**src/hdl/gtimer_map.svh**
```systemverilog
`ifndef GTIMER_MAP_SVH
`define GTIMER_MAP_SVH
// Register byte offsets
`define OFS_CTRL_ONE 8'h00
`define OFS_CTRL_TWO 8'h04
`define OFS_ENABLES 8'h0c
`define OFS_FLAGS 8'h10
`define OFS_EVT_GEN 8'h14
`define OFS_MODE_ONE 8'h18
`define OFS_MODE_TWO 8'h1c
`define OFS_OUT_EN 8'h20
`define OFS_COUNT 8'h24
`define OFS_PRESCALE 8'h28
`define OFS_RELOAD 8'h2c
`define OFS_REPEAT 8'h30
`define OFS_CC1 8'h34
`define REG_STRIDE 4
// Field positions
`define F_RUN 0
`define F_UPD_DIS 1
`define F_DIR_LO 5
`define F_PRELOAD 7
`define F_CMP_DMA 3
`define F_UGEN 0
`define F_UFLAG 0
`define F_CH_BASE 1
`define F_UPD_DMA 8
`define F_CH_DMA 9
`define F_CH_EN 0
`define F_CH_POL 1
`define CH_EN_STRIDE 4
`define CFG_BITS 8
// Reset values
`define RST_ZERO 16'h0000
`define RST_RELOAD 16'hffff
// Timing and encodings
`define FILT_LEN 3'd4
`define IO_OUTPUT 2'b00
`define IO_INPUT 2'b01
`endif

```
**src/hdl/gtimer_pkg.sv**
```systemverilog
package gtimer_pkg;
  typedef enum logic [1:0] {
    DIR_UP = 2'b00,
    DIR_DOWN = 2'b01,
    DIR_CENTER = 2'b10
  } count_dir_t;
  typedef enum logic [2:0] {
    OC_FREEZE = 3'h0,
    OC_SET_MATCH = 3'h1,
    OC_CLR_MATCH = 3'h2,
    OC_TOGGLE = 3'h3,
    OC_FORCE_LOW = 3'h4,
    OC_FORCE_HIGH = 3'h5,
    OC_PWM_ONE = 3'h6,
    OC_PWM_TWO = 3'h7
  } oc_mode_t;
  typedef enum logic {
    BUS_IDLE = 1'b0,
    BUS_ACK = 1'b1
  } bus_state_t;
  typedef struct packed {
    logic [7:0] address;
    logic read;
    logic write;
    logic [31:0] writedata;
    logic [3:0] byteenable;
  } avs_req_t;
  typedef struct packed {
    logic spare;
    oc_mode_t mode;
    logic [1:0] icp;
    logic [1:0] io_sel;
  } chan_cfg_t;
endpackage

```
**src/hdl/capture_input_cond.sv**
```systemverilog
`timescale 1ns/100ps
`include "gtimer_map.svh"
module capture_input_cond (
  // Clock and reset
  input wire logic i_ref_clk,
  input wire logic i_rst,
  // Pin and edge choice
  input wire logic i_pin,
  input wire logic i_falling,
  // Qualified edge
  output logic o_event
);
  logic sync1_q;
  logic sync2_q;
  logic level_q;
  logic [2:0] filt_q;

  always_ff @(posedge i_ref_clk) begin
    if (i_rst) begin
      sync1_q <= 1'b0;
      sync2_q <= 1'b0;
    end else begin
      sync1_q <= i_pin;
      sync2_q <= sync1_q;
    end
  end

  // Level must hold for several cycles, so short glitches never count
  always_ff @(posedge i_ref_clk) begin
    if (i_rst) begin
      filt_q <= 3'h0;
      level_q <= 1'b0;
      o_event <= 1'b0;
    end else begin
      o_event <= 1'b0;
      if (sync2_q == level_q) begin
        filt_q <= 3'h0;
      end else if (filt_q == `FILT_LEN - 3'd1) begin
        filt_q <= 3'h0;
        level_q <= sync2_q;
        o_event <= (sync2_q != i_falling);
      end else begin
        filt_q <= filt_q + 3'd1;
      end
    end
  end
endmodule // capture_input_cond

```
**src/hdl/prescale_tick.sv**
```systemverilog
`timescale 1ns/100ps
module prescale_tick (
  // Clock and reset
  input wire logic i_ref_clk,
  input wire logic i_rst,
  // Control
  input wire logic i_run,
  input wire logic i_clear,
  input wire logic [15:0] i_ratio,
  // Counter tick
  output logic o_tick
);
  logic [15:0] div_q;

  // Ratio value n divides by n+1, giving 1 to 65536
  always_ff @(posedge i_ref_clk) begin
    if (i_rst) begin
      div_q <= 16'h0000;
      o_tick <= 1'b0;
    end else if (i_clear) begin
      // Restart as if a tick had just passed, so an update never costs a cycle
      div_q <= (i_run && i_ratio != 16'h0000) ? 16'h0001 : 16'h0000;
      o_tick <= i_run && i_ratio == 16'h0000;
    end else if (i_run && div_q >= i_ratio) begin
      div_q <= 16'h0000;
      o_tick <= 1'b1;
    end else if (i_run) begin
      div_q <= div_q + 16'h0001;
      o_tick <= 1'b0;
    end else begin
      o_tick <= 1'b0;
    end
  end
endmodule // prescale_tick

```
**src/hdl/general_timer_capture_pwm.sv**
```systemverilog
// Functional notes
// - Sixteen-bit counter counting up, down or center-aligned.
// - Direction and center mode come from control-one direction field.
// - Up: from 0, plus one per tick; at reload limit restart at 0, overflow.
// - Down: minus one per tick; at 0 reload limit and underflow.
// - Center: 0 to limit and back; overflow at limit-1 rising, underflow at 1.
// - Overflow makes update event; it loads buffered reload, prescaler, repeat.
// - Update-disable bit suppresses update events.
// - Buffered 16-bit prescaler divides by 1 to 65536, writable while running.
// - Prescaler runs on the internal timer clock.
// - Four independent channels, each with one compare value register.
// - Capture inputs pass edge detection and filtering.
// - Capture prescaler sets events needed per capture.
// - Selected edge latches count, sets channel flag, may interrupt.
// - Compare mode field picks one of eight output behaviours.
// - On match, output goes high, low or toggles, per mode and polarity.
// - Channel flag raises interrupt if enabled, DMA if compare DMA select set.
// - PWM width follows compare value, period follows reload limit.
// - PWM mode 1: active while count below compare value.
// - PWM mode 2: inactive while count below compare value.
// - Force modes fix output; interrupts and DMA still come.
// - Reload write waits for next update when preload on or an update falls in its cycle, else immediate.
// - Counter advances only while run enable is 1.
`timescale 1ns/100ps
`include "gtimer_map.svh"
module general_timer_capture_pwm
  import gtimer_pkg::*;
(
  // Clock and reset
  input wire logic i_ref_clk,
  input wire logic i_rst,
  // Avalon-MM slave
  input wire avs_req_t i_avs,
  output logic [31:0] o_avs_readdata,
  output logic o_avs_waitrequest,
  // Channel pins
  input wire logic [3:0] i_cap_pin,
  output logic [3:0] o_ch_out,
  // Requests
  output logic o_irq,
  output logic o_dma_req
);
  bus_state_t bus_q;
  logic [15:0] ctrl1_q;
  logic [15:0] ctrl2_q;
  logic [15:0] dien_q;
  logic [15:0] sts_q;
  logic [15:0] sts_d;
  logic [15:0] ccm1_q;
  logic [15:0] ccm2_q;
  logic [15:0] ccen_q;
  logic [15:0] cnt_q;
  logic [15:0] cnt_d;
  logic down_q;
  logic down_d;
  logic [15:0] psc_buf_q;
  logic [15:0] psc_act_q;
  logic [15:0] arr_buf_q;
  logic [15:0] arr_act_q;
  logic [15:0] rep_buf_q;
  logic [15:0] rep_act_q;
  logic [15:0] ccr_q [4];
  logic [31:0] rd_mux;
  logic [31:0] cfg_all;
  logic [3:0] ch_evt;
  logic [3:0] ch_out_d;
  logic run;
  logic tick;
  logic cnt_evt;
  logic ug_write;
  logic uev;
  count_dir_t dir;

  // Write strobe for one register, at the edge where waitrequest is low
  function automatic logic wr_hit(input logic [7:0] ofs);
    wr_hit = (bus_q == BUS_ACK) && i_avs.write && (i_avs.address == ofs);
  endfunction

  // Byte lanes 0 and 1 carry the 16-bit registers
  function automatic logic [15:0] merge16(input logic [15:0] old);
    merge16[7:0] = i_avs.byteenable[0] ? i_avs.writedata[7:0] : old[7:0];
    merge16[15:8] = i_avs.byteenable[1] ? i_avs.writedata[15:8] : old[15:8];
  endfunction

  assign run = ctrl1_q[`F_RUN];
  assign dir = count_dir_t'(ctrl1_q[`F_DIR_LO +: 2]);
  assign cfg_all = {ccm2_q, ccm1_q};
  // A plain assign would not see the bus signals read inside the function
  always_comb ug_write = wr_hit(`OFS_EVT_GEN) && i_avs.writedata[`F_UGEN];
  assign uev = (cnt_evt || ug_write) && !ctrl1_q[`F_UPD_DIS];

  // Bus handshake: one wait cycle, then a single acknowledge cycle
  always_ff @(posedge i_ref_clk) begin
    if (i_rst) begin
      bus_q <= BUS_IDLE;
      o_avs_waitrequest <= 1'b1;
      o_avs_readdata <= 32'h0000_0000;
    end else if (bus_q == BUS_IDLE && (i_avs.read || i_avs.write)) begin
      bus_q <= BUS_ACK;
      o_avs_waitrequest <= 1'b0;
      o_avs_readdata <= i_avs.read ? rd_mux : 32'h0000_0000;
    end else begin
      bus_q <= BUS_IDLE;
      o_avs_waitrequest <= 1'b1;
    end
  end

  // Readback; unmapped offsets read zero
  always_comb begin
    rd_mux = 32'h0000_0000;
    if (i_avs.address == `OFS_CTRL_ONE) begin
      rd_mux[15:0] = ctrl1_q;
    end else if (i_avs.address == `OFS_CTRL_TWO) begin
      rd_mux[15:0] = ctrl2_q;
    end else if (i_avs.address == `OFS_ENABLES) begin
      rd_mux[15:0] = dien_q;
    end else if (i_avs.address == `OFS_FLAGS) begin
      rd_mux[15:0] = sts_q;
    end else if (i_avs.address == `OFS_MODE_ONE) begin
      rd_mux[15:0] = ccm1_q;
    end else if (i_avs.address == `OFS_MODE_TWO) begin
      rd_mux[15:0] = ccm2_q;
    end else if (i_avs.address == `OFS_OUT_EN) begin
      rd_mux[15:0] = ccen_q;
    end else if (i_avs.address == `OFS_COUNT) begin
      rd_mux[15:0] = cnt_q;
    end else if (i_avs.address == `OFS_PRESCALE) begin
      rd_mux[15:0] = psc_buf_q;
    end else if (i_avs.address == `OFS_RELOAD) begin
      rd_mux[15:0] = arr_buf_q;
    end else if (i_avs.address == `OFS_REPEAT) begin
      rd_mux[15:0] = rep_act_q;
    end else if (i_avs.address == `OFS_CC1) begin
      rd_mux[15:0] = ccr_q[0];
    end else if (i_avs.address == 8'(`OFS_CC1 + `REG_STRIDE)) begin
      rd_mux[15:0] = ccr_q[1];
    end else if (i_avs.address == 8'(`OFS_CC1 + 2 * `REG_STRIDE)) begin
      rd_mux[15:0] = ccr_q[2];
    end else if (i_avs.address == 8'(`OFS_CC1 + 3 * `REG_STRIDE)) begin
      rd_mux[15:0] = ccr_q[3];
    end
  end

  // Plain control registers
  always_ff @(posedge i_ref_clk) begin
    if (i_rst) begin
      ctrl1_q <= `RST_ZERO;
      ctrl2_q <= `RST_ZERO;
      dien_q <= `RST_ZERO;
      ccm1_q <= `RST_ZERO;
      ccm2_q <= `RST_ZERO;
      ccen_q <= `RST_ZERO;
    end else begin
      if (wr_hit(`OFS_CTRL_ONE)) begin
        ctrl1_q <= merge16(ctrl1_q);
      end
      if (wr_hit(`OFS_CTRL_TWO)) begin
        ctrl2_q <= merge16(ctrl2_q);
      end
      if (wr_hit(`OFS_ENABLES)) begin
        dien_q <= merge16(dien_q);
      end
      if (wr_hit(`OFS_MODE_ONE)) begin
        ccm1_q <= merge16(ccm1_q);
      end
      if (wr_hit(`OFS_MODE_TWO)) begin
        ccm2_q <= merge16(ccm2_q);
      end
      if (wr_hit(`OFS_OUT_EN)) begin
        ccen_q <= merge16(ccen_q);
      end
    end
  end

  // Buffered time base values and their active copies
  always_ff @(posedge i_ref_clk) begin
    if (i_rst) begin
      psc_buf_q <= `RST_ZERO;
      psc_act_q <= `RST_ZERO;
      arr_buf_q <= `RST_RELOAD;
      arr_act_q <= `RST_RELOAD;
      rep_buf_q <= `RST_ZERO;
      rep_act_q <= `RST_ZERO;
    end else begin
      if (wr_hit(`OFS_PRESCALE)) begin
        psc_buf_q <= merge16(psc_buf_q);
      end
      if (wr_hit(`OFS_RELOAD)) begin
        arr_buf_q <= merge16(arr_buf_q);
      end
      if (wr_hit(`OFS_REPEAT)) begin
        rep_buf_q <= merge16(rep_buf_q);
      end
      if (uev) begin
        psc_act_q <= psc_buf_q;
        arr_act_q <= arr_buf_q;
        rep_act_q <= rep_buf_q;
      end else if (wr_hit(`OFS_RELOAD) && !ctrl1_q[`F_PRELOAD]) begin
        arr_act_q <= merge16(arr_buf_q);
      end
    end
  end

  // Divider fed by the timer's own clock; restarted by each update
  prescale_tick u_prescale (
    .i_ref_clk(i_ref_clk),
    .i_rst(i_rst),
    .i_run(run),
    .i_clear(uev),
    .i_ratio(uev ? psc_buf_q : psc_act_q),
    .o_tick(tick)
  );

  // Next count and counter event
  always_comb begin
    cnt_d = cnt_q;
    down_d = down_q;
    cnt_evt = 1'b0;
    if (run && tick) begin
      case (dir)
        DIR_DOWN: begin
          if (cnt_q == 16'h0000) begin
            cnt_d = arr_act_q;
            cnt_evt = 1'b1;
          end else begin
            cnt_d = cnt_q - 16'h0001;
          end
        end
        DIR_CENTER: begin
          // A zero limit would wrap, so the counter simply holds
          if (arr_act_q != 16'h0000 && !down_q) begin
            cnt_evt = (cnt_q == arr_act_q - 16'h0001);
            if (cnt_q >= arr_act_q) begin
              down_d = 1'b1;
              cnt_d = cnt_q - 16'h0001;
            end else begin
              cnt_d = cnt_q + 16'h0001;
            end
          end else if (arr_act_q != 16'h0000) begin
            cnt_evt = (cnt_q == 16'h0001);
            if (cnt_q == 16'h0000) begin
              down_d = 1'b0;
              cnt_d = 16'h0001;
            end else begin
              cnt_d = cnt_q - 16'h0001;
            end
          end
        end
        default: begin
          // Greater-or-equal copes with an immediate shrink of the limit
          if (cnt_q >= arr_act_q) begin
            cnt_d = 16'h0000;
            cnt_evt = 1'b1;
          end else begin
            cnt_d = cnt_q + 16'h0001;
          end
        end
      endcase
    end
  end

  // Counter register; software writes take priority
  always_ff @(posedge i_ref_clk) begin
    if (i_rst) begin
      cnt_q <= `RST_ZERO;
      down_q <= 1'b0;
    end else if (wr_hit(`OFS_COUNT)) begin
      cnt_q <= merge16(cnt_q);
    end else if (uev && ug_write) begin
      cnt_q <= (dir == DIR_DOWN) ? arr_act_q : `RST_ZERO;
      down_q <= 1'b0;
    end else begin
      cnt_q <= cnt_d;
      down_q <= down_d;
    end
  end

  // Channels
  for (genvar i = 0; i < 4; i++) begin : g_ch
    chan_cfg_t cfg;
    logic en;
    logic pol;
    logic edge_evt;
    logic [2:0] icp_q;
    logic [2:0] icp_last;
    logic cap_fire;
    logic match_q;
    logic cmp_fire;
    logic ref_q;
    logic below;

    assign cfg = chan_cfg_t'(cfg_all[i * `CFG_BITS +: `CFG_BITS]);
    assign en = ccen_q[i * `CH_EN_STRIDE + `F_CH_EN];
    assign pol = ccen_q[i * `CH_EN_STRIDE + `F_CH_POL];
    assign icp_last = 3'((4'h1 << cfg.icp) - 4'h1);
    assign below = (cnt_q < ccr_q[i]);

    capture_input_cond u_cond (
      .i_ref_clk(i_ref_clk),
      .i_rst(i_rst),
      .i_pin(i_cap_pin[i]),
      .i_falling(pol),
      .o_event(edge_evt)
    );

    assign cap_fire = edge_evt && en && cfg.io_sel == `IO_INPUT && icp_q == icp_last;
    assign cmp_fire = cfg.io_sel == `IO_OUTPUT && !match_q && cnt_q == ccr_q[i];
    assign ch_evt[i] = cap_fire || cmp_fire;

    // Counts qualifying edges, 1, 2, 4 or 8 per capture
    always_ff @(posedge i_ref_clk) begin
      if (i_rst) begin
        icp_q <= 3'h0;
      end else if (cfg.io_sel != `IO_INPUT || !en) begin
        icp_q <= 3'h0;
      end else if (edge_evt) begin
        icp_q <= (icp_q == icp_last) ? 3'h0 : icp_q + 3'h1;
      end
    end

    // Capture wins over a software write in the same cycle
    always_ff @(posedge i_ref_clk) begin
      if (i_rst) begin
        ccr_q[i] <= `RST_ZERO;
      end else if (cap_fire) begin
        ccr_q[i] <= cnt_q;
      end else if (wr_hit(8'(`OFS_CC1 + i * `REG_STRIDE))) begin
        ccr_q[i] <= merge16(ccr_q[i]);
      end
    end

    always_ff @(posedge i_ref_clk) begin
      if (i_rst) begin
        // Starts matched, so a reset counter at zero gives no false compare event
        match_q <= 1'b1;
        ref_q <= 1'b0;
      end else begin
        match_q <= (cnt_q == ccr_q[i]);
        case (cfg.mode)
          OC_SET_MATCH: ref_q <= cmp_fire ? 1'b1 : ref_q;
          OC_CLR_MATCH: ref_q <= cmp_fire ? 1'b0 : ref_q;
          OC_TOGGLE: ref_q <= cmp_fire ? !ref_q : ref_q;
          OC_FORCE_LOW: ref_q <= 1'b0;
          OC_FORCE_HIGH: ref_q <= 1'b1;
          OC_PWM_ONE: ref_q <= below;
          OC_PWM_TWO: ref_q <= !below;
          default: ref_q <= ref_q;
        endcase
      end
    end

    assign ch_out_d[i] = en && cfg.io_sel == `IO_OUTPUT && (ref_q ^ pol);
  end

  // Flags: hardware set wins over a write-zero clear
  always_comb begin
    sts_d = wr_hit(`OFS_FLAGS) ? (sts_q & i_avs.writedata[15:0]) : sts_q;
    sts_d[`F_UFLAG] = sts_d[`F_UFLAG] || uev;
    sts_d[`F_CH_BASE +: 4] = sts_d[`F_CH_BASE +: 4] | ch_evt;
  end

  always_ff @(posedge i_ref_clk) begin
    if (i_rst) begin
      sts_q <= `RST_ZERO;
    end else begin
      sts_q <= sts_d & 16'h001f;
    end
  end

  // Pins and requests, all from flip-flops
  always_ff @(posedge i_ref_clk) begin
    if (i_rst) begin
      o_ch_out <= 4'h0;
      o_irq <= 1'b0;
      o_dma_req <= 1'b0;
    end else begin
      o_ch_out <= ch_out_d;
      o_irq <= |(sts_q[4:0] & dien_q[4:0]);
      if (ctrl2_q[`F_CMP_DMA]) begin
        o_dma_req <= |(ch_evt & dien_q[`F_CH_DMA +: 4]);
      end else begin
        o_dma_req <= uev && dien_q[`F_UPD_DMA];
      end
    end
  end
endmodule // general_timer_capture_pwm

```
**config.mk**
```make
export PLATFORM = sky130hd
export DESIGN_NAME = general_timer_capture_pwm
export DESIGN_NICKNAME = d
export VERILOG_FILES = /design/src/hdl/gtimer_pkg.sv /design/src/hdl/capture_input_cond.sv /design/src/hdl/prescale_tick.sv /design/src/hdl/general_timer_capture_pwm.sv
export VERILOG_INCLUDE_DIRS = /design/src /design/src/hdl
export SDC_FILE = /design/constraint.sdc
export NUM_CORES = 1
export LEC_CHECK = 0
export ABC_AREA = 0
export BUFFER_PORTS_ARGS = -buffer_cell sky130_fd_sc_hd__buf_2
export CAP_MARGIN = 20
export CORE_UTILIZATION = 40
export DETAILED_ROUTE_END_ITERATION = 8
export GPL_TIMING_DRIVEN = 0
export PLACE_DENSITY = 0.67
export RECOVER_POWER = 100
export SETUP_SLACK_MARGIN = 0.02
export SYNTH_ARGS = -nofsm -noshare
export SYNTH_HDL_FRONTEND = slang
export SYNTH_SLANG_ARGS = --single-unit
```
**constraint.sdc**
```tcl
create_clock -name i_ref_clk -period 14.35 [get_ports i_ref_clk]
set_input_delay 1.435 -clock i_ref_clk [delete_from_list [all_inputs] [get_ports i_ref_clk]]
set_output_delay 1.435 -clock i_ref_clk [all_outputs]
set_load 0.02 [all_outputs]
```
==> reports/results.txt <==
Min-Delay Path Class - flip-flop to flip-flop
Iter 0 DRT Violations - 2609
setup TNS - 0 ns
Area Overhead vs Synth - 12.4%
critical path startpoint - i_avs[39]
clock latency on the worst-skew pair - 0.56 ns
final setup vio count - 0
P_int - 1.71 mW
R2R Setup Slk - 5.98 ns
post-synthesis cell type count - 79
DRT Pass-1 Iters - 8
drt drc - 0
fmax - 0.105 GHz
Crit Path Category - primary input to flip-flop
hold depth - 1
Power Density - 98.6 mW/mm^2
most instantiated cells after synthesis - 423 x nand2_1, 303 x dfxtp_1, 203 x nor2_1
synthesized area per cell - 8.34 sq um
top_reg_cell synth - dfxtp_1
largest cells by area after synthesis - dfxtp_1 30%, edfxtp_1 9.5%, nand2_1 7.8%, ha_1 7.1%, a21oi_1 4.6%
max cap viols - 4
NetSw - 0.541 mW
initial antenna violation count - 4
Least-Margin Pin Slew - 1.78 ns
row cnt - 82
Inserted Clock Buffers - 41
Root Buffer - clkbuf_16
post-synth top area share - 29.9%
crit path launch type - primary input
core area - 0.0502 sq mm
drt wl/cell - 27.1 um
VDD IR max - 87.3 uV
Reg power frac - 47.2%
Vias - 20523
WP data arrival - 10.01 ns
Avg Vias per Cell - 6.28
CTS tree - done
hold_buf cts - 0
routed wire length - 88500 um
hold wc startpoint - g_ch[2].u_cond.filt_q[0]
most common cell in the synthesized netlist - nand2_1
CP Capture Type - flip-flop
largest net degree at the start of global routing - 14
Layout Nets - 2730
PostCTS Resize Cnt - 0
Reg clk slew, reported paths - 0.06 ns
Port Buffers - 54
I/O pin cnt - 91
Hold Path Sink - g_ch[2].u_cond.filt_q[0]
H-tree depth - 2
status - complete, but fails checks
Routed Antenna Nets - 0
initial core utilization - 40.5%
gpl congestion - 1.04
Post-DP Area - 0.0216 sq mm
Async SR Flop Fraction - 0%
Finished Cell Area - 0.0228 sq mm
post-DP HPWL - 67500 um
Crit Path Max Fanout - 10
vias in the first global route - 18227
overall die area - 0.0517 sq mm
Fin. Hold Viols - 0
failing checks - max-capacitance violations, max-slew violations
layout cells sized above 1 - 5.39%
Mapped Area - 0.0203 sq mm
setup bufs post-CTS - 0
clock sinks - 367
cell taking the most area after synthesis - dfxtp_1
max_slew headroom - -20.2%
wire length on met2 - 37500 um
DR WL met3 - 10800 um
Leakage - 8.62 nW
number of flops mapped to enable cells by yosys - 64
Final min period - 9.53 ns
Ys Warns - 0
clk buf depth - 3
reg2reg start - cnt_q[1]
CP required - 14.84 ns
period utilization - 66.4%
Chip Height - 227 um
post-synthesis register bit count - 367
logic gate share of total power - 4.9%
clock network power share - 47.9%
global-route wire length before repair - 125000 um
total grt overflow - 0
M1 WL - 36500 um
sequential share of the synthesized area - 39.3%
top layer reached by signal wires - met5
Max Slew Vio Count - 32
FF-to-FF path depth - 24
die width - 227 um
reg2reg end - u_prescale.div_q[8]
Net Sw Frac - 24.0%
Overall Global Routing Usage - 33.6%
worst clock skew - 0.0137 ns
RSZ-0062 raised after global routing - no
Post-Synthesis Cells - 2436
## layer usage
metal	GRT usage [%]	vias up
li1	-	8998
met1	46.6	9955
met2	49.5	1347
met3	8.32	221
met4	13.7	2
met5	0	-
## critical path, stage by stage
cell	delay (ns)
clkbuf_1	0.15
nor4b_1	1.48
nand4_1	0.60
nor2_1	0.90
nor3_1	0.12
a211oi_1	1.02
clkbuf_1	0.74
clkbuf_1	0.90
mux2i_1	0.35
ha_1	0.29
a21o_1	0.17
a21o_1	0.18
a21o_1	0.18
a21oi_1	0.13
o21ai_0	0.11
a21oi_1	0.27
nor2b_1	0.10
or3_1	0.33
clkbuf_1	0.16
clkbuf_1	0.24
nor2_1	0.16
## power by group through the flow
| stage | combinational (mW) | sequential (mW) | clock, mW |
|---|---|---|---|
| global placement | 0.103 | 1.09 | 0 |
| global route | 0.113 | 1.06 | 1.12 |
| CTS | 0.106 | 1.06 | 1.08 |
| finish | 0.110 | 1.06 | 1.08 |
| floorplan | 0.0515 | 1.08 | 0 |
| detailed placement | 0.105 | 1.09 | 0 |
## through the flow
stage / setup WS, ns / util (%) / instances / power (mW) / hold slack, ns
2_1_floorplan: 8.81 / - / 2451 / 1.13 / 0.399
3_3_place_gp: 6.20 / 42.8 / 3177 / 1.19 / 0.407
3_5_place_dp: 6.80 / 43.0 / 3186 / 1.19 / 0.421
4_1_cts: 7.36 / 45.7 / 3261 / 2.25 / 0.430
5_1_grt: 4.61 / 45.5 / 3267 / 2.30 / 0.442
6_report: 4.82 / 45.5 / 3270 / 2.25 / 0.420
## cells by family after synthesis
| group | after synthesis | synth area share [%] |
|---|---|---|
| simple gates | 928 | 20.9 |
| compound gates | 614 | 20.3 |
| flops | 367 | 39.3 |
| buf+inv | 261 | 5.41 |
| fa+ha+maj | 115 | 7.08 |
| xor+xnor | 80 | 3.45 |
| mux | 70 | 3.47 |
| other cells | 1 | 0.0185 |
## placed cells by master (no fill, tap or decap), types with 16 or more instances in the layout
cell type / synthesis / routed
ha_1: 115 / 115
buf_2: 3 / 32
o21ai_0: 112 / 112
xnor2_1: 45 / 45
a222oi_1: 17 / 17
clkbuf_1: 126 / 183
nor2b_1: 21 / 21
clkbuf_16: 0 / 45
nor4_1: 22 / 22
inv_1: 102 / 103
a21o_1: 19 / 19
edfxtp_1: 64 / 64
nand2_1: 423 / 423
nor3_1: 34 / 34
and3_1: 19 / 19
nor2_1: 203 / 203
a221oi_1: 22 / 22
dfxtp_1: 303 / 303
a22o_1: 77 / 77
a22oi_1: 39 / 39
mux2i_1: 67 / 67
buf_4: 17 / 18
a21oi_1: 188 / 189
o21a_1: 16 / 16
nand3_1: 74 / 74
xor2_1: 35 / 35
conb_1: 1 / 16
o211ai_1: 17 / 17
nand4_1: 43 / 43
## cell type report
cell class,instances,area [sq um]
antenna,3,7.51
buffer,158,667
clock buffer,66,1280
clock inverter,9,73.8
fill,4927,27300
inverter,103,387
multi-input combinational,1823,11300
sequential,367,7990
tap,672,841
timing repair buffer,69,309
## state kept, by name, summed over array words and instances (netlist names), 5 cells and up
register and count:
arr_act_q 16, arr_buf_q 16, ccen_q 16, ccm1_q 16
ccm2_q 16, ccr_q 64, cnt_q 16, ctrl1_q 16
ctrl2_q 16, dien_q 16, g_ch.icp_q 12, g_ch.u_cond.filt_q 12
o_avs_readdata 16, psc_act_q 16, psc_buf_q 16, rep_act_q 16
rep_buf_q 16, sts_q 5, u_prescale.div_q 16
## how the worst max path moves through the flow
stage / end / slack, ns / cells after the start
2_1_floorplan: u_prescale.div_q[10] / 8.81 / 19
3_3_place_gp: u_prescale.div_q[13] / 6.20 / 21
3_5_place_dp: u_prescale.div_q[12] / 6.80 / 21
4_1_cts: u_prescale.div_q[8] / 7.36 / 21
5_1_grt: u_prescale.div_q[8] / 4.61 / 21
6_report: u_prescale.div_q[8] / 4.82 / 21
(Power assumes the default switching activity.)
